## config.mk

```make
export PLATFORM = sky130hd
export DESIGN_NAME = cca_compare
export DESIGN_NICKNAME = d
export VERILOG_FILES = /design/src/rtl/cca_pkg.sv /design/src/rtl/cca_compare.sv
export SDC_FILE = /design/constraint.sdc
export NUM_CORES = 1
export LEC_CHECK = 0
export ABC_AREA = 1
export BUFFER_PORTS_ARGS = -buffer_cell sky130_fd_sc_hd__buf_4
export CORE_ASPECT_RATIO = 2
export CORE_MARGIN = 3
export CORE_UTILIZATION = 65
export CTS_BUF_LIST = sky130_fd_sc_hd__clkbuf_4 sky130_fd_sc_hd__clkbuf_8
export DETAILED_ROUTE_END_ITERATION = 10
export HOLD_SLACK_MARGIN = 0.08
export PLACE_DENSITY = 0.9
export SYNTH_ARGS = -nofsm -noshare
export SYNTH_HDL_FRONTEND = slang
export SYNTH_SLANG_ARGS = --single-unit
```

## constraint.sdc

```tcl
create_clock -name i_core_clk -period 6.07 [get_ports i_core_clk]
set_clock_uncertainty 0.2 [all_clocks]
set_input_delay 0.3035 -clock i_core_clk [delete_from_list [all_inputs] [get_ports i_core_clk]]
set_output_delay 0.3035 -clock i_core_clk [all_outputs]
set_load 0.01 [all_outputs]
```

## src/rtl/cca_pkg.sv

```systemverilog
// Package for the counter array compare block: map, field layout, reset values
package cca_pkg;
    // Number of modules sharing the timer
    localparam int CCA_NUM_MODULES = 5;
    // Module that carries the watchdog
    localparam int CCA_WDOG_MODULE = 4;
    // Compare slots per machine cycle
    localparam int CCA_CMP_PER_MC = 3;
    // Core clocks per machine cycle (12 oscillator periods)
    localparam int CCA_CLK_PER_MC = 12;

    localparam int CCA_ADDR_W = 8;
    localparam int CCA_DATA_W = 8;

    // Register map: per-module registers at base + module index
    localparam logic [7:0] CCA_MODE_BASE = 8'h00;
    localparam logic [7:0] CCA_CMPL_BASE = 8'h08;
    localparam logic [7:0] CCA_CMPH_BASE = 8'h10;
    localparam logic [7:0] CCA_TMRL_ADDR = 8'h18;
    localparam logic [7:0] CCA_TMRH_ADDR = 8'h19;
    localparam logic [7:0] CCA_COUNTER_MODE_REG_ADDR = 8'h1A;
    localparam logic [7:0] CCA_COUNTER_CONTROL_REG_ADDR = 8'h1B;
    localparam logic [7:0] CCA_PIN_ADDR = 8'h1C;
    localparam logic [7:0] CCA_CTRL_ADDR = 8'h1D;

    // Mode register field positions
    localparam int CCA_MODE_IRQEN = 0;
    localparam int CCA_MODE_PWM = 1;
    localparam int CCA_MODE_TOG = 2;
    localparam int CCA_MODE_MAT = 3;
    localparam int CCA_MODE_CAPN = 4;
    localparam int CCA_MODE_CAPP = 5;
    localparam int CCA_MODE_CMPEN = 6;
    // Counter mode register: watchdog enable position
    localparam int CCA_COUNTER_MODE_REG_WATCHDOG_ENABLE_BIT = 6;
    // Control register: timer run bit
    localparam int CCA_CTRL_RUN = 0;

    localparam logic [7:0] CCA_MODE_RST = 8'h00;
    localparam logic [7:0] CCA_BYTE_RST = 8'h00;
    localparam logic [7:0] CCA_BYTE_MAX = 8'hFF;
    localparam logic [7:0] CCA_READ_ZERO = 8'h00;

    // Decoded module function
    typedef enum logic [2:0] {
        CCA_FN_IDLE = 3'b000,
        CCA_FN_SWTMR = 3'b001,
        CCA_FN_TOGGLE = 3'b010,
        CCA_FN_PWM = 3'b011,
        CCA_FN_OTHER = 3'b100
    } cca_fn_t;
endpackage

```

## src/rtl/cca_compare.sv

```systemverilog
// Compare functions of the five-module shared counter array
//
// Decided for this implementation: strobed register access and the register offsets.
`timescale 1ns/10ps
module cca_compare #(
    parameter int NUM_MOD = cca_pkg::CCA_NUM_MODULES,
    parameter int CLK_PER_MC = cca_pkg::CCA_CLK_PER_MC
) (
    input wire logic i_core_clk,
    input wire logic i_rst,
    input wire logic [cca_pkg::CCA_ADDR_W-1:0] i_addr,
    input wire logic [cca_pkg::CCA_DATA_W-1:0] i_wdata,
    input wire logic i_wr,
    input wire logic i_rd,
    input wire logic i_tmr_tick,
    output logic [cca_pkg::CCA_DATA_W-1:0] o_rdata,
    output logic [NUM_MOD-1:0] o_pin,
    output logic o_irq_req,
    output logic o_wdog_rst
);
    import cca_pkg::*;

    // ==========================================================
    // Machine-cycle slot divider
    // ==========================================================
    localparam int SLOT_LEN = CLK_PER_MC / CCA_CMP_PER_MC;
    localparam int SLOT_W = $clog2(SLOT_LEN + 1);
    localparam logic [SLOT_W-1:0] SLOT_LAST = SLOT_W'(SLOT_LEN - 1);

    logic [SLOT_W-1:0] slot_cnt_r;
    logic cmp_slot;
    logic tick_sync1_r, tick_sync2_r, tick_sync3_r;
    logic tick_rise;
    logic tick_pend_r;

    // Slot counter: three compare slots per machine cycle
    always_ff @(posedge i_core_clk or posedge i_rst) begin
        if (i_rst) begin
            slot_cnt_r <= '0;
        end else if (slot_cnt_r == SLOT_LAST) begin
            slot_cnt_r <= '0;
        end else begin
            slot_cnt_r <= slot_cnt_r + SLOT_W'(1);
        end
    end
    assign cmp_slot = (slot_cnt_r == SLOT_LAST);

    // Timer clock input from a pin: three-stage synchroniser
    always_ff @(posedge i_core_clk or posedge i_rst) begin
        if (i_rst) begin
            tick_sync1_r <= 1'b0;
            tick_sync2_r <= 1'b0;
            tick_sync3_r <= 1'b0;
        end else begin
            tick_sync1_r <= i_tmr_tick;
            tick_sync2_r <= tick_sync1_r;
            tick_sync3_r <= tick_sync2_r;
        end
    end
    assign tick_rise = tick_sync2_r & ~tick_sync3_r;

    // ==========================================================
    // Registers
    // ==========================================================
    logic [7:0] mode_r [NUM_MOD];
    logic [7:0] cmpl_r [NUM_MOD];
    logic [7:0] cmph_r [NUM_MOD];
    logic [15:0] tmr_r;
    logic [15:0] tmr_nxt;
    logic [NUM_MOD-1:0] flag_r;
    logic [NUM_MOD-1:0] pin_r;
    logic [NUM_MOD-1:0] match;
    logic [NUM_MOD-1:0] irq_vec;
    logic [NUM_MOD-1:0] pwm_load;
    logic watchdog_enable_bit_r;
    logic run_r;
    logic tmr_step;
    logic wdog_fire;
    cca_fn_t fn [NUM_MOD];

    // Timer advances one count per synchronised tick, applied at a slot
    assign tmr_step = tick_pend_r & cmp_slot & run_r;
    assign tmr_nxt = tmr_r + 16'h0001;

    // Latch a tick until the next compare slot
    always_ff @(posedge i_core_clk or posedge i_rst) begin
        if (i_rst) begin
            tick_pend_r <= 1'b0;
        end else if (tick_rise) begin
            tick_pend_r <= 1'b1;
        end else if (cmp_slot) begin
            tick_pend_r <= 1'b0;
        end
    end

    // Shared timer, one for all modules; software may load either byte
    always_ff @(posedge i_core_clk or posedge i_rst) begin
        if (i_rst) begin
            tmr_r <= 16'h0000;
        end else if (i_wr && i_addr == CCA_TMRL_ADDR) begin
            tmr_r[7:0] <= i_wdata;
        end else if (i_wr && i_addr == CCA_TMRH_ADDR) begin
            tmr_r[15:8] <= i_wdata;
        end else if (tmr_step) begin
            tmr_r <= tmr_nxt;
        end
    end

    // Global control: watchdog enable and timer run
    always_ff @(posedge i_core_clk or posedge i_rst) begin
        if (i_rst) begin
            watchdog_enable_bit_r <= 1'b0;
            run_r <= 1'b0;
        end else if (i_wr && i_addr == CCA_COUNTER_MODE_REG_ADDR) begin
            watchdog_enable_bit_r <= i_wdata[CCA_COUNTER_MODE_REG_WATCHDOG_ENABLE_BIT];
        end else if (i_wr && i_addr == CCA_CTRL_ADDR) begin
            run_r <= i_wdata[CCA_CTRL_RUN];
        end
    end

    // ==========================================================
    // Per-module logic
    // ==========================================================
    genvar g;
    generate
        for (g = 0; g < NUM_MOD; g++) begin : g_mod
            logic mode_hit, cmpl_hit, cmph_hit;
            logic en, mat, tog, pwm, capn, capp;
            assign mode_hit = i_wr && (i_addr == CCA_MODE_BASE + 8'(g));
            assign cmpl_hit = i_wr && (i_addr == CCA_CMPL_BASE + 8'(g));
            assign cmph_hit = i_wr && (i_addr == CCA_CMPH_BASE + 8'(g));
            assign en = mode_r[g][CCA_MODE_CMPEN];
            assign mat = mode_r[g][CCA_MODE_MAT];
            assign tog = mode_r[g][CCA_MODE_TOG];
            assign pwm = mode_r[g][CCA_MODE_PWM];
            assign capn = mode_r[g][CCA_MODE_CAPN];
            assign capp = mode_r[g][CCA_MODE_CAPP];

            // Function decode from the mode bits
            always_comb begin
                if (en && !capp && !capn && mat && !pwm) begin
                    fn[g] = tog ? CCA_FN_TOGGLE : CCA_FN_SWTMR;
                end else if (en && !capp && !capn && !mat && !tog && pwm) begin
                    fn[g] = CCA_FN_PWM;
                end else if (mode_r[g] == CCA_MODE_RST) begin
                    fn[g] = CCA_FN_IDLE;
                end else begin
                    fn[g] = CCA_FN_OTHER;
                end
            end

            // 16-bit match, sampled at each compare slot, only while enabled
            assign match[g] = cmp_slot && en && ({cmph_r[g], cmpl_r[g]} == tmr_r);
            // Low byte reload when the timer low byte wraps to zero
            assign pwm_load[g] = tmr_step && (tmr_r[7:0] == CCA_BYTE_MAX) &&
                                 (fn[g] == CCA_FN_PWM);

            // Mode register; low-byte write clears enable, high-byte write sets it
            always_ff @(posedge i_core_clk or posedge i_rst) begin
                if (i_rst) begin
                    mode_r[g] <= CCA_MODE_RST;
                end else if (mode_hit) begin
                    mode_r[g] <= i_wdata;
                end else if (cmpl_hit) begin
                    mode_r[g][CCA_MODE_CMPEN] <= 1'b0;
                end else if (cmph_hit) begin
                    mode_r[g][CCA_MODE_CMPEN] <= 1'b1;
                end
            end

            // Compare bytes; hardware loads low from high in pulse-width mode
            always_ff @(posedge i_core_clk or posedge i_rst) begin
                if (i_rst) begin
                    cmpl_r[g] <= CCA_BYTE_RST;
                    cmph_r[g] <= CCA_BYTE_RST;
                end else begin
                    if (cmpl_hit) begin
                        cmpl_r[g] <= i_wdata;
                    end else if (pwm_load[g]) begin
                        cmpl_r[g] <= cmph_r[g];
                    end
                    if (cmph_hit) begin
                        cmph_r[g] <= i_wdata;
                    end
                end
            end

            // Event flag: set on match in timer or toggle mode, cleared by writing 0 to its counter control bit
            always_ff @(posedge i_core_clk or posedge i_rst) begin
                if (i_rst) begin
                    flag_r[g] <= 1'b0;
                end else if (match[g] && (fn[g] == CCA_FN_SWTMR || fn[g] == CCA_FN_TOGGLE)) begin
                    flag_r[g] <= 1'b1;
                end else if (i_wr && i_addr == CCA_COUNTER_CONTROL_REG_ADDR && !i_wdata[g]) begin
                    flag_r[g] <= 1'b0;
                end
            end
            assign irq_vec[g] = flag_r[g] && mode_r[g][CCA_MODE_IRQEN];

            // Pin: software preset, toggle on match, or pulse-width compare
            always_ff @(posedge i_core_clk or posedge i_rst) begin
                if (i_rst) begin
                    pin_r[g] <= 1'b1;
                end else if (i_wr && i_addr == CCA_PIN_ADDR) begin
                    pin_r[g] <= i_wdata[g];
                end else if (fn[g] == CCA_FN_TOGGLE && match[g]) begin
                    pin_r[g] <= ~pin_r[g];
                end else if (fn[g] == CCA_FN_PWM && cmp_slot) begin
                    pin_r[g] <= (tmr_r[7:0] >= cmpl_r[g]);
                end
            end
        end
    endgenerate

    // ==========================================================
    // Watchdog on module 4
    // ==========================================================
    assign wdog_fire = watchdog_enable_bit_r && match[CCA_WDOG_MODULE] &&
                       (fn[CCA_WDOG_MODULE] == CCA_FN_SWTMR ||
                        fn[CCA_WDOG_MODULE] == CCA_FN_TOGGLE);

    // One reset pulse per match event
    always_ff @(posedge i_core_clk or posedge i_rst) begin
        if (i_rst) begin
            o_wdog_rst <= 1'b0;
        end else begin
            o_wdog_rst <= wdog_fire;
        end
    end

    // Interrupt request level from any enabled flag
    always_ff @(posedge i_core_clk or posedge i_rst) begin
        if (i_rst) begin
            o_irq_req <= 1'b0;
        end else begin
            o_irq_req <= |irq_vec;
        end
    end
    assign o_pin = pin_r;

    // ==========================================================
    // Read port, data valid the cycle after the strobe
    // ==========================================================
    logic [7:0] rd_mux;
    always_comb begin
        rd_mux = CCA_READ_ZERO;
        for (int i = 0; i < NUM_MOD; i++) begin
            if (i_addr == CCA_MODE_BASE + 8'(i)) rd_mux = mode_r[i];
            if (i_addr == CCA_CMPL_BASE + 8'(i)) rd_mux = cmpl_r[i];
            if (i_addr == CCA_CMPH_BASE + 8'(i)) rd_mux = cmph_r[i];
        end
        if (i_addr == CCA_TMRL_ADDR) rd_mux = tmr_r[7:0];
        if (i_addr == CCA_TMRH_ADDR) rd_mux = tmr_r[15:8];
        if (i_addr == CCA_COUNTER_MODE_REG_ADDR) rd_mux = 8'(watchdog_enable_bit_r) << CCA_COUNTER_MODE_REG_WATCHDOG_ENABLE_BIT;
        if (i_addr == CCA_COUNTER_CONTROL_REG_ADDR) rd_mux = 8'(flag_r);
        if (i_addr == CCA_PIN_ADDR) rd_mux = 8'(pin_r);
        if (i_addr == CCA_CTRL_ADDR) rd_mux = 8'(run_r);
    end

    // Read data register, zero when no read
    always_ff @(posedge i_core_clk or posedge i_rst) begin
        if (i_rst) begin
            o_rdata <= CCA_READ_ZERO;
        end else if (i_rd) begin
            o_rdata <= rd_mux;
        end else begin
            o_rdata <= CCA_READ_ZERO;
        end
    end
endmodule

```

Yosys cells after proc, flatten, opt, wreduce, memory -nomap -nowiden
Index checks and enable logic that the tools add are counted.
- flip-flop bits (word level): 165
- input bits: 21
- output and inout port bits: 15
- word-level logic and storage cells: 369
- add/sub/neg operators: 2
- magnitude comparators: 5
- equality and inequality tests: 43
- mux-type cells: 99
- bitwise operators: 11
- reductions and logical operators: 167
- operators by type and width (operator ; count):
    8-bit 2-to-1 mux ; 35
    1-bit logical AND ; 99
    8-bit by 5-bit == test with 1-bit output (second input constant) ; 11
    16-bit == test ; 5
    8-bit zero test ; 6
    3-bit 2-to-1 mux ; 16
    1-bit 2-to-1 mux ; 42
    8-bit by 4-bit == test with 1-bit output (second input constant) ; 5
    8-bit >= comparator ; 5
    3-bit by 2-bit == test with 1-bit output (second input constant) ; 11
    1-bit zero test ; 30
    3-bit nonzero test ; 10
    2-bit nonzero test ; 13
    16-bit by 1-bit adder with 16-bit output (second input constant) ; 1
    8-bit by 2-bit == test with 1-bit output (second input constant) ; 2
    16-bit 2-to-1 mux ; 1
    3-bit by 1-bit == test with 1-bit output (second input constant) ; 5
    2-bit 2-to-1 mux ; 5
    8-bit by 1-bit == test with 1-bit output (second input constant) ; 1
    8-bit by 3-bit == test with 1-bit output (second input constant) ; 1
    8-bit == test (second input constant) ; 1
    1-bit NOT ; 8
    2-bit AND reduction ; 3
    1-bit logical OR ; 5
    other kinds (4) ; 6

Depth between registers and ports, before layout
Gate-level depths: netlist of run 1.
- word-level depth: 23
- gate-level depth with buffers: 18
- gate-level depth less buffers: 18

Least setup slack after synthesis of run 1
OpenSTA, ideal clock, no wires.
- path type: register to register
- start: reg tmr_r[1]
- end: reg cmpl_r[0] (netlist name)
- library setup time: 0.135 ns
- arrival time: 1.835 ns
- data required time: 5.735 ns
- setup slack: 3.900 ns
- cell stages (with the launch flop): 13
- path buffers: 0
- clock period less this slack: 2.170 ns
- path through: dfrtp_1 -> ha_1 -> nand2_1 -> nor3_1 -> inv_1 -> nor2_1 -> inv_1 -> nor2_1 -> inv_2 -> nor3_4 -> nor2_1 -> nand2_1 -> o211ai_1
- word-level cells in the longest chain between the ends: 4
- ends and longest elaborated chain (item ; RTL line ; text):
    start, declared ; cca_compare.sv:68 ; logic [15:0] tmr_r;
    start signal, assigned ; cca_compare.sv:101 ; tmr_r[7:0] <= i_wdata;
    start signal, assigned ; cca_compare.sv:105 ; tmr_r <= tmr_nxt;
    8-bit == test ; cca_compare.sv:155 ; assign pwm_load[g] = tmr_step && (tmr_r[7:0] == CCA_BYTE_MAX) &&
    1-bit logical AND (2 in series) ; cca_compare.sv:155 ;
    2-bit nonzero test (no source line) ; - ;
    end signal, assigned by index ; cca_compare.sv:178 ; cmpl_r[g] <= i_wdata;
    end signal, assigned by index ; cca_compare.sv:180 ; cmpl_r[g] <= cmph_r[g];
    end, declared ; cca_compare.sv:66 ; logic [7:0] cmpl_r [NUM_MOD];
No other way between the ends.
A chain may end at the register's enable or synchronous reset.

Final worst setup path of run 1
- start: reg tmr_r[1]
- end: reg cmpl_r[37] (netlist name)
The elaborated chain is that of the path after synthesis.

==> impl_metrics.tcl, run 1 <==
set metrics [dict create \
    clockBufferDepth 2 \
    vias 9877 \
    synthAdderAreaFrac_pct 5.30 \
    hold_buffers 12 \
    dr.first_iter.drc_count 1201 \
    syn_avg_cell_area_sq_um 7.61 \
    core.rowCount 63 \
    path_buf_inv 4 \
    grt_first_pass_wirelength_microns 53500 \
    status "completed" \
    whs_ps 129 \
    rsz0062_at_grt "no" \
    synthToLayoutAreaGrowth_pct 8.59 \
    postCtsSetupBuffers 0 \
    setup_violations 0 \
    hold_class "input pin to register" \
    clock.fmax_ghz 0.314 \
    clkTransAtPathRegs_ps 90 \
    synth.area.top_cells "dfrtp_1 (40%), nand2_1 (12%), o21ai_0 (6.2%), inv_1 (5.8%), ha_1 (5.3%)" \
    drive_above_1_share_pct 8.91 \
    netlist_area_sq_um 9910 \
    drv_slew 0 \
    syn-num-nets 1365 \
    gp_congestion 1.03 \
    worstSetupStartpointType "register" \
    finalHoldViolCount 0 \
    instances_no_fill 1542 \
    overflow 0 \
    num-nets-final 1397 \
    max_slew_margin_pct 31.4 \
    antenna_found_initial 0 \
    dp.cells 1498 \
    fin_util_pct 72.2 \
    start_util_pct 66.5 \
    cts.htree.levels 4 \
    diodes 0 \
    synth_compound_area_share_pct 16.7 \
    io_buffers 35 \
    ys_seq_elements 165 \
    final.setup.tns_ps 0 \
    cp_max_fo 9 \
    grt_pass1_vias 9715 \
    drv_cap 0 \
    cts_buffers 17 \
    grt_max_degree 88 \
    totalPowerFinal_uw 2480 \
    first_pass_iters 8 \
    cts_root_buf "clkbuf_8" \
    route.detailed.drc 0 \
    crit_arrival_ps 3300 \
    synth_edf_count 0 \
    vias_per_cell 6.41 \
    cp.required_ps 6190 \
    fp.dieH_microns 181 \
    ys.flop_type "dfrtp_1" \
    drtAntennaViolNets 0 \
    synth_largest_area_cell "dfrtp_1" \
    worst_pin_slew_ps 1030 \
    vdd_drop_max_uv 173 \
    finalCriticalPeriod_ps 3180 \
    wl_per_cell_microns 22.7 \
    muxShareOfSynthArea_pct 0 \
    io_pins 36 \
    core_area_sq_um 14900 \
    die_area_sq_um 16800 \
    synth_async_sr_flop_share_pct 100 \
    min_period_over_period_pct 52.4 \
    power_density_nw_per_um2 231 \
    synthSimpleGateAreaFrac_pct 26.4 \
    worstPathCellList "ha_1, nand2_1, nor3_1, inv_1, nor2_1, inv_1, nor2_1, inv_2, nor2_2, nand2_1, inv_2, nor2_1, nand2_1, o211ai_1" \
    fp.dieW_microns 93.3 \
    wl_microns 35000 \
    gr-usage-all-layers_pct 43.2 \
    post-dp-hpwl_microns 25500 \
    worst_skew_pair.late_latency_ps 480 \
    worstSetupPathType "register to register" \
    yosys.cell_types.count 49 \
    cpPeakStageDelay_ps 770 \
    cts_resized 0 \
    synth_top_area_share_pct 40.4 \
    syn-instance-count 1302 \
    total_leakage_power_uw 0.00473 \
    yosysSeqAreaShare_pct 41.7 \
    cts_tree "yes" \
    slowest_stage "dfrtp_1" \
    synth_top_family_by_area "simple AND/OR/NAND/NOR gates" \
    clock_sinks 165 \
    yosysWarnings 0 \
    cp-end-kind "register" \
    synthXorXnorAreaFrac_pct 1.86 \
    cpLargestDelayFamily "simple AND/OR/NAND/NOR gates" \
]
==> through the flow <==
step	setup slack (ps)	cell area, sq um
4_1_cts	3050	10800
6_report	2890	10800
5_1_grt	2700	10800
3_5_place_dp	3050	10300
2_1_floorplan	1110	9910
3_3_place_gp	3100	10300
==> cell families (layout without fill, tap and decap cells) <==
| kind of cell | Yosys count | after routing |
|---|---|---|
| compound gates | 279 | 279 |
| xor+xnor | 21 | 21 |
| fa+ha+maj | 42 | 42 |
| buf+inv | 205 | 250 |
| flops | 165 | 165 |
| simple gates | 590 | 590 |
==> registers in the layout (all words and copies together), names as in the netlist, 3 cells and up <==
name,count
cmph_r,40
cmpl_r,40
tmr_r,16
mode_r,10
o_rdata,8
flag_r,5
g_mod.capn,5
g_mod.capp,5
g_mod.en,5
g_mod.mat,5
g_mod.pwm,5
g_mod.tog,5
o_pin,5
slot_cnt_r,3
==> where the power goes <==
group	total [uW]	internal, uW	switching (uW)
Combinational	407	156	252
Clock	779	317	462
Sequential	1300	1170	126
==> placed cells by master (no fill, tap or decap), types with 3 or more instances in the layout <==
cell / count
nor3b_1: 4
o22ai_1: 14
nor2_4: 4
nand4_1: 31
dfstp_2: 5
clkbuf_8: 19
nor4_1: 11
xor2_1: 16
inv_2: 14
a221oi_1: 3
dfrtp_1: 160
a211oi_1: 4
inv_6: 7
dlygate4sd3_1: 12
o21ai_0: 123
a21oi_1: 53
inv_1: 152
nand3_1: 79
buf_4: 36
nor2_2: 13
o21ai_1: 6
nor3_1: 12
o221ai_1: 5
o2111ai_1: 7
ha_1: 42
nand2_1: 322
or2_2: 5
o211ai_1: 50
xnor2_1: 5
clkinv_1: 3
a21o_1: 4
nor2_1: 97
clkinv_4: 4
==> cell usage after synthesis (6+ instances only) <==
| cell type | count |
|---|---|
| nand2_1 | 322 |
| dfrtp_1 | 160 |
| inv_1 | 153 |
| o21ai_0 | 123 |
| nor2_1 | 97 |
| nand3_1 | 79 |
| a21oi_1 | 53 |
| o211ai_1 | 50 |
| ha_1 | 42 |
| nand4_1 | 31 |
| clkbuf_1 | 22 |
| xor2_1 | 16 |
| inv_2 | 14 |
| o22ai_1 | 14 |
| nor2_2 | 13 |
| nor3_1 | 12 |
| nor4_1 | 11 |
| buf_2 | 9 |
| o2111ai_1 | 7 |
| o21ai_1 | 6 |
==> worst register-to-register path: stages, from the launching register on <==
cell and delay [ps]:
dfrtp_1 770, ha_1 290, nand2_1 90, nor3_1 220, inv_1 70, nor2_1 90, inv_1 60, nor2_1 110
inv_2 90, nor2_2 420, nand2_1 150, inv_2 160, nor2_1 140, nand2_1 90, o211ai_1 80
==> path summary, 6_finish.rpt <==
check / cells past startpoint / startpoint / slack (ps) / to
min reg2reg: 0 / tick_sync1_r / 160 / tick_sync2_r
max in group asynchronous: 4 / i_rst / 3890 / run_r
max reg2reg: 14 / tmr_r[1] / 2890 / cmpl_r[37]
min in group asynchronous: 3 / i_rst / 300 / tick_sync1_r
min: 5 / i_addr[3] / 130 / run_r
max: 14 / tmr_r[1] / 2890 / cmpl_r[37]
==> layout make-up <==
cell class,instances,area (sq um)
tap,195,244
clock buffer,19,262
fill,1196,4140
inverter,170,643
multi-input combinational,932,4970
sequential,165,4140
clock inverter,13,111
timing repair buffer,48,390
==> per-layer routing <==
metal / share of wire (%) / vias to the layer above / track usage [%]
met4: 11 / 0 / 37.0
met3: 8.6 / 226 / 7.06
li1: - / 4454 / -
met5: 0 / - / 0
met1: 34 / 4569 / 49.4
met2: 47 / 628 / 68.7
No activity file was read; power rests on OpenSTA's default activity.
==> run 2, diff against run 1 <==
- ABC_AREA: 1 -> 0
- CORE_UTILIZATION: 65 -> 59
- PLACE_DENSITY: 0.9 -> 0.86
- clock period: 6.07 -> 2.7 ns (I/O delays scaled with it)
==> impl_metrics.tcl, run 2 <==
set metrics [dict create \
    yosysSeqAreaShare_pct 39.8 \
    whs_ps 73.8 \
    setup_violations 0 \
    r2r_slack_ps 130 \
    use_met1_pct 49.7 \
    synth_largest_area_cell "dfrtp_1" \
    grtUsageMet3_pct 8.63 \
    clkTransAtPathRegs_ps 100 \
    dr.first_iter.drc_count 1311 \
    clock.fmax_ghz 0.389 \
    synth_common_cells "dfrtp_1 (160), nor2_1 (88), a21oi_1 (83)" \
    netlist_area_sq_um 10400 \
    core.rowCount 68 \
    max_slew_margin_pct 50.7 \
    cp-end-kind "register" \
    synth_edf_count 0 \
    cp_max_fo 5 \
    yosysWarnings 0 \
    vdd_drop_max_uv 494 \
    vias 9864 \
    fp.dieW_microns 99.8 \
    route.detailed.drc 0 \
    cts_root_buf "clkbuf_8" \
    worstSetupPathType "register to register" \
    rsz0062_at_grt "no" \
    ys.flop_type "dfrtp_1" \
    wl_per_cell_microns 28.8 \
    synthToLayoutAreaGrowth_pct 15.6 \
    cts_tree "yes" \
    first_pass_iters 6 \
    instances_no_fill 1409 \
    syn_avg_cell_area_sq_um 9.48 \
    crit_arrival_ps 2810 \
    synth_compound_area_share_pct 16.3 \
    ys_seq_elements 165 \
    power_density_nw_per_um2 473 \
    final_area_sq_um 12000 \
    min_period_over_period_pct 95.2 \
    clock_sinks 165 \
    synth_top_area_share_pct 38.6 \
    synthSimpleGateAreaFrac_pct 16.5 \
    synthAdderAreaFrac_pct 5.06 \
    cp.required_ps 2940 \
    grt_first_pass_wirelength_microns 60700 \
    post-dp-hpwl_microns 28700 \
    drtAntennaViolNets 0 \
    hold_class "input pin to asynchronous set/reset pin" \
    num-nets-final 1249 \
    top_regs "cmph_r x40, cmpl_r x40, tmr_r x16" \
    finalHoldViolCount 0 \
    io_buffers 35 \
    start_util_pct 60.1 \
    vias_per_cell 7.00 \
    post_dp_cell_area_sq_um 11300 \
    grt_pass1_vias 9878 \
    worstSetupStartpointType "register" \
    synth_top_family_by_area "simple AND/OR/NAND/NOR gates" \
    overflow 0 \
    total_leakage_power_uw 0.00543 \
    yosys.cell_types.count 73 \
    drive_above_1_share_pct 22.5 \
    drv_slew 0 \
    synth.most_common_cell "dfrtp_1" \
    status "completed" \
    syn-instance-count 1095 \
    wl_microns 40500 \
    die_area_sq_um 19300 \
    diodes 0 \
    fp.dieH_microns 194 \
    synth.area.top_cells "dfrtp_1 (39%), mux2_2 (8.1%), mux2i_1 (5.1%), ha_1 (5.1%), a21oi_1 (4.0%)" \
    core_area_sq_um 17300 \
    muxShareOfSynthArea_pct 13.7 \
    cts_buffers 17 \
    synthXorXnorAreaFrac_pct 4.30 \
    io_pins 36 \
    gr-usage-all-layers_pct 42.7 \
    cts.htree.levels 4 \
    final.setup.tns_ps 0 \
    grt_most_used_layer "met2" \
    synth_async_sr_flop_share_pct 100 \
    antenna_found_initial 1 \
    grt_use_met2_pct 64.9 \
    drv_cap 0 \
    layout_commonest_cell "dfrtp_1" \
    grt_max_degree 65 \
    mostFrequentLayoutCells "dfrtp_1 (158), buf_4 (111), nor2_1 (87), a21oi_1 (83), mux2_2 (75)" \
    worst_pin_slew_ps 740 \
    finalCriticalPeriod_ps 2570 \
    syn-num-nets 1158 \
    dp.cells 1357 \
    clockBufferDepth 2 \
    worst_skew_pair.late_latency_ps 490 \
    gp_congestion 1.10 \
]
run 2: cell types whose count changed in the layout (fill, tap and decap cells not counted), moves of 30 or more:
cell      before  now
nand2_1      322   67
inv_1        152   46
buf_4         36  111
mux2_2         0   75
o21ai_0      123   64
mux2i_1        0   53
o211ai_1      50    5
nand3_1       79   40
a21oi_1       53   83
run 2: final cells by class:
type | instances | area (sq um)
Multi-Input combinational cell | 817 | 5830
Fill cell | 1323 | 5280
Sequential cell | 165 | 4140
Timing Repair Buffer | 136 | 1150
Tap cell | 210 | 263
Clock buffer | 19 | 255
Inverter | 49 | 191
Clock inverter | 13 | 161
run 2: kinds of logic (layout without fill, tap and decap cells):
family | Yosys count | count (layout)
AOI/OAI and AO/OA | 269 | 269
xor gates and xnor gates | 51 | 51
and+or+nand+nor | 325 | 325
buffers and inverters | 113 | 217
DFF | 165 | 165
adders and majority gates | 42 | 42
muxes | 130 | 130
run 2: worst paths after layout:
kind / start / to / cells after the start
min: i_rst / cmph_r[36] / 3
max: tmr_r[5] / o_pin[0] / 8
min in group i_core_clk: i_tmr_tick / tick_sync1_r / 2
max reg2reg: tmr_r[5] / o_pin[0] / 8
min reg2reg: tick_sync1_r / tick_sync2_r / 0
max in group asynchronous: i_rst / o_pin[3] / 4
run 2: report_power, final:
| group | switching, uW | internal, uW |
|---|---|---|
| Clock | 1050 | 890 |
| Sequential | 184 | 2600 |
| Combinational | 562 | 382 |
| Total | 1800 | 3870 |
run 2: routing by layer:
metal  vias to the layer above  routed length (microns)
met5                         -                        0
met4                         0                     4760
met3                       289                     4090
met2                       704                    18400
met1                      4674                    13300
li1                       4197                        -
run 2: stage by stage:
step / worst slack [ps] / power, uW / utilization (%)
floorplan: 270 / 3280 / -
finish: 129 / 5670 / 69.4
CTS: 54.0 / 5620 / 69.1
global route: 7.23 / 5850 / 69.4
global placement: 75.8 / 3660 / 65.7
detailed placement: 45.0 / 3690 / 65.7
run 2: timing repair:
item / CTS / global route
setup buffers: 0 / 2
gates resized for setup: 0 / 10
setup endpoints to repair: 0 / 50
hold buffers: 18 / 0
endpoints found under the hold margin: 317 / 0
run 2: critical path, cell delays in order, from the launching register on:
cell      delay, ps
dfrtp_1         490
buf_4           250
ha_1            320
nand4_1         140
nor4_1          380
nand4_1         170
xor2_1          170
a221oi_1        270
a21o_1          120
==> run 3, diff against run 2 <==
- CORE_UTILIZATION: 59 -> 50
- CTS_CLUSTER_DIAMETER: not set -> 60
- PLACE_DENSITY: 0.86 -> 0.76
==> impl_metrics.tcl, run 3 (synthesis results as in run 2) <==
set metrics [dict create \
    status "completed" \
    setup_violations 0 \
    crit_path_start "i_addr[1]" \
    comb_power_share_pct 16.6 \
    cp.required_ps 2910 \
    p_sw_uw 1730 \
    crit_arrival_ps 2850 \
    drtAntennaViolNets 0 \
    wl_microns 41400 \
    finalCriticalPeriod_ps 2640 \
    r2r_slack_ps 130 \
    reg2reg_from "tmr_r[3]" \
    post-dp-hpwl_microns 30300 \
    die_area_sq_um 22600 \
    cp-end-kind "register" \
    dr.first_iter.drc_count 920 \
    slowest_stage "dlygate4sd3_1" \
    cts_buffers 17 \
    clock.fmax_ghz 0.379 \
    cp_max_fo 26 \
    core_area_sq_um 20400 \
    grtUsageMet3_pct 6.34 \
    grt_pass1_vias 9678 \
    io_pins 36 \
    io_buffers 35 \
    mostFrequentLayoutCells "dfrtp_1 (158), buf_4 (113), nor2_1 (88), a21oi_1 (83), mux2_2 (75)" \
    worst_pin_slew_ps 933 \
    gr-usage-all-layers_pct 37.9 \
    num-nets-final 1258 \
    p_sw_share_pct 30.2 \
    grt_max_degree 92 \
    grt_most_used_layer "met2" \
    vdd_drop_max_uv 445 \
    vias_per_cell 6.57 \
    worst_skew_pair.late_latency_ps 510 \
    power.share.clock_pct 35.0 \
    min_period_over_period_pct 97.7 \
    cts.htree.levels 4 \
    total_leakage_power_uw 0.00548 \
    use_met1_pct 43.9 \
    grt_first_pass_wirelength_microns 62000 \
    gp_congestion 1.05 \
    worstHoldStart "i_addr[6]" \
    final.setup.tns_ps 0 \
    fin_util_pct 59.8 \
    layout_commonest_cell "dfrtp_1" \
    intPower_uw 3990 \
    route.detailed.drc 0 \
    clockBufferDepth 2 \
    grt_use_met2_pct 60.5 \
    hold_class "input pin to register" \
    nFillCells 1800 \
    cpPeakStageDelay_ps 550 \
    overflow 0 \
    fp.dieH_microns 210 \
    first_pass_iters 6 \
    fp.dieW_microns 108 \
    drv_slew 0 \
    worstPathCellList "dlygate4sd3_1, buf_4, inv_1, buf_4, a32o_1, a211oi_1, o311a_1, a211oi_1, dlygate4sd3_1" \
    power_density_nw_per_um2 469 \
    drive_above_1_share_pct 22.5 \
    top_regs "cmph_r x40, cmpl_r x40, tmr_r x16" \
    wl_per_cell_microns 28.1 \
    cts_tree "yes" \
    clock_sinks 165 \
    worstSetupPathType "input pin to register" \
    drv_cap 0 \
    rsz0062_at_grt "no" \
    max_slew_margin_pct 36.2 \
    pre_cts_ws_ps 58.0 \
    antenna_found_initial 0 \
    seq_power_share_pct 48.5 \
    core.rowCount 74 \
    cts_root_buf "clkbuf_8" \
    synthToLayoutAreaGrowth_pct 17.3 \
    finalHoldViolCount 0 \
    vias 9698 \
    worstSetupStartpointType "input pin" \
    clkTransAtPathRegs_ps 100 \
    start_util_pct 50.9 \
    setup_ws_ps 60.9 \
]
-- run 3: cell types whose count changed in the layout (fill, tap and decap cells not counted), moves of 2 or more --
cell,before,now
inv_6,5,3
clkinvlp_4,2,5
nand3_2,4,6
buf_4,111,113
clkinv_4,4,0
dlygate4sd3_1,18,24
clkbuf_8,18,20
inv_8,2,0
-- run 3: worst paths after layout --
check	end	depth (start not counted)
worst max register to register	o_pin[0]	8
worst max-delay path	o_rdata[0]	9
worst min register to register	tick_sync2_r	0
worst min-delay path	o_rdata[3]	6
max in group asynchronous	tmr_r[0]	5
min in group asynchronous	cmph_r[33]	4
-- run 3: power by group through the flow --
stage | clock, uW | combinational [uW] | sequential (uW)
6_report | 2000 | 947 | 2770
5_1_grt | 2120 | 1020 | 2780
4_1_cts | 2030 | 918 | 2760
3_5_place_dp | 0 | 892 | 2810
3_3_place_gp | 0 | 882 | 2810
2_1_floorplan | 0 | 538 | 2740
-- run 3: what timing repair did --
action                                 4_1_cts  5_1_grt
setup buffers                                0        1
hold buffers                                24        0
endpoints found under the hold margin      319        0
gates resized for setup                      0        8
setup endpoints to repair                    0       14
-- run 3: final cells by class --
cell class	count	area, sq um	share of cell area, %
clock buffer	22	290	2.38
sequential	165	4140	34.0
multi-input combinational	817	5830	47.9
timing repair buffer	145	1250	10.3
clock inverter	10	144	1.18
inverter	49	191	1.57
tap	266	333	2.73
antenna	1	2.50	0.0206
-- run 3: routing by layer --
| metal | share of wire, % | up-vias |
|---|---|---|
| li1 | - | 4197 |
| met1 | 35 | 4760 |
| met2 | 48 | 545 |
| met3 | 7.2 | 196 |
| met4 | 9.6 | 0 |
| met5 | 0 | - |
-- run 3: critical path: cells and delay by family --
kind	cells	cell delay [ps]
compound gates	4	800
buf+inv	5	1900
-- run 3: per-stage QoR --
step	cells	instance area [sq um]	total power [uW]	hold WS [ps]
after floorplan	1095	10400	3280	-33.6
after global placement	1417	11500	3690	-66.6
after detailed placement	1417	11500	3700	-67.2
after CTS	1473	12100	5710	84.8
after global routing	1474	12200	5920	139
final	1475	12200	5720	123
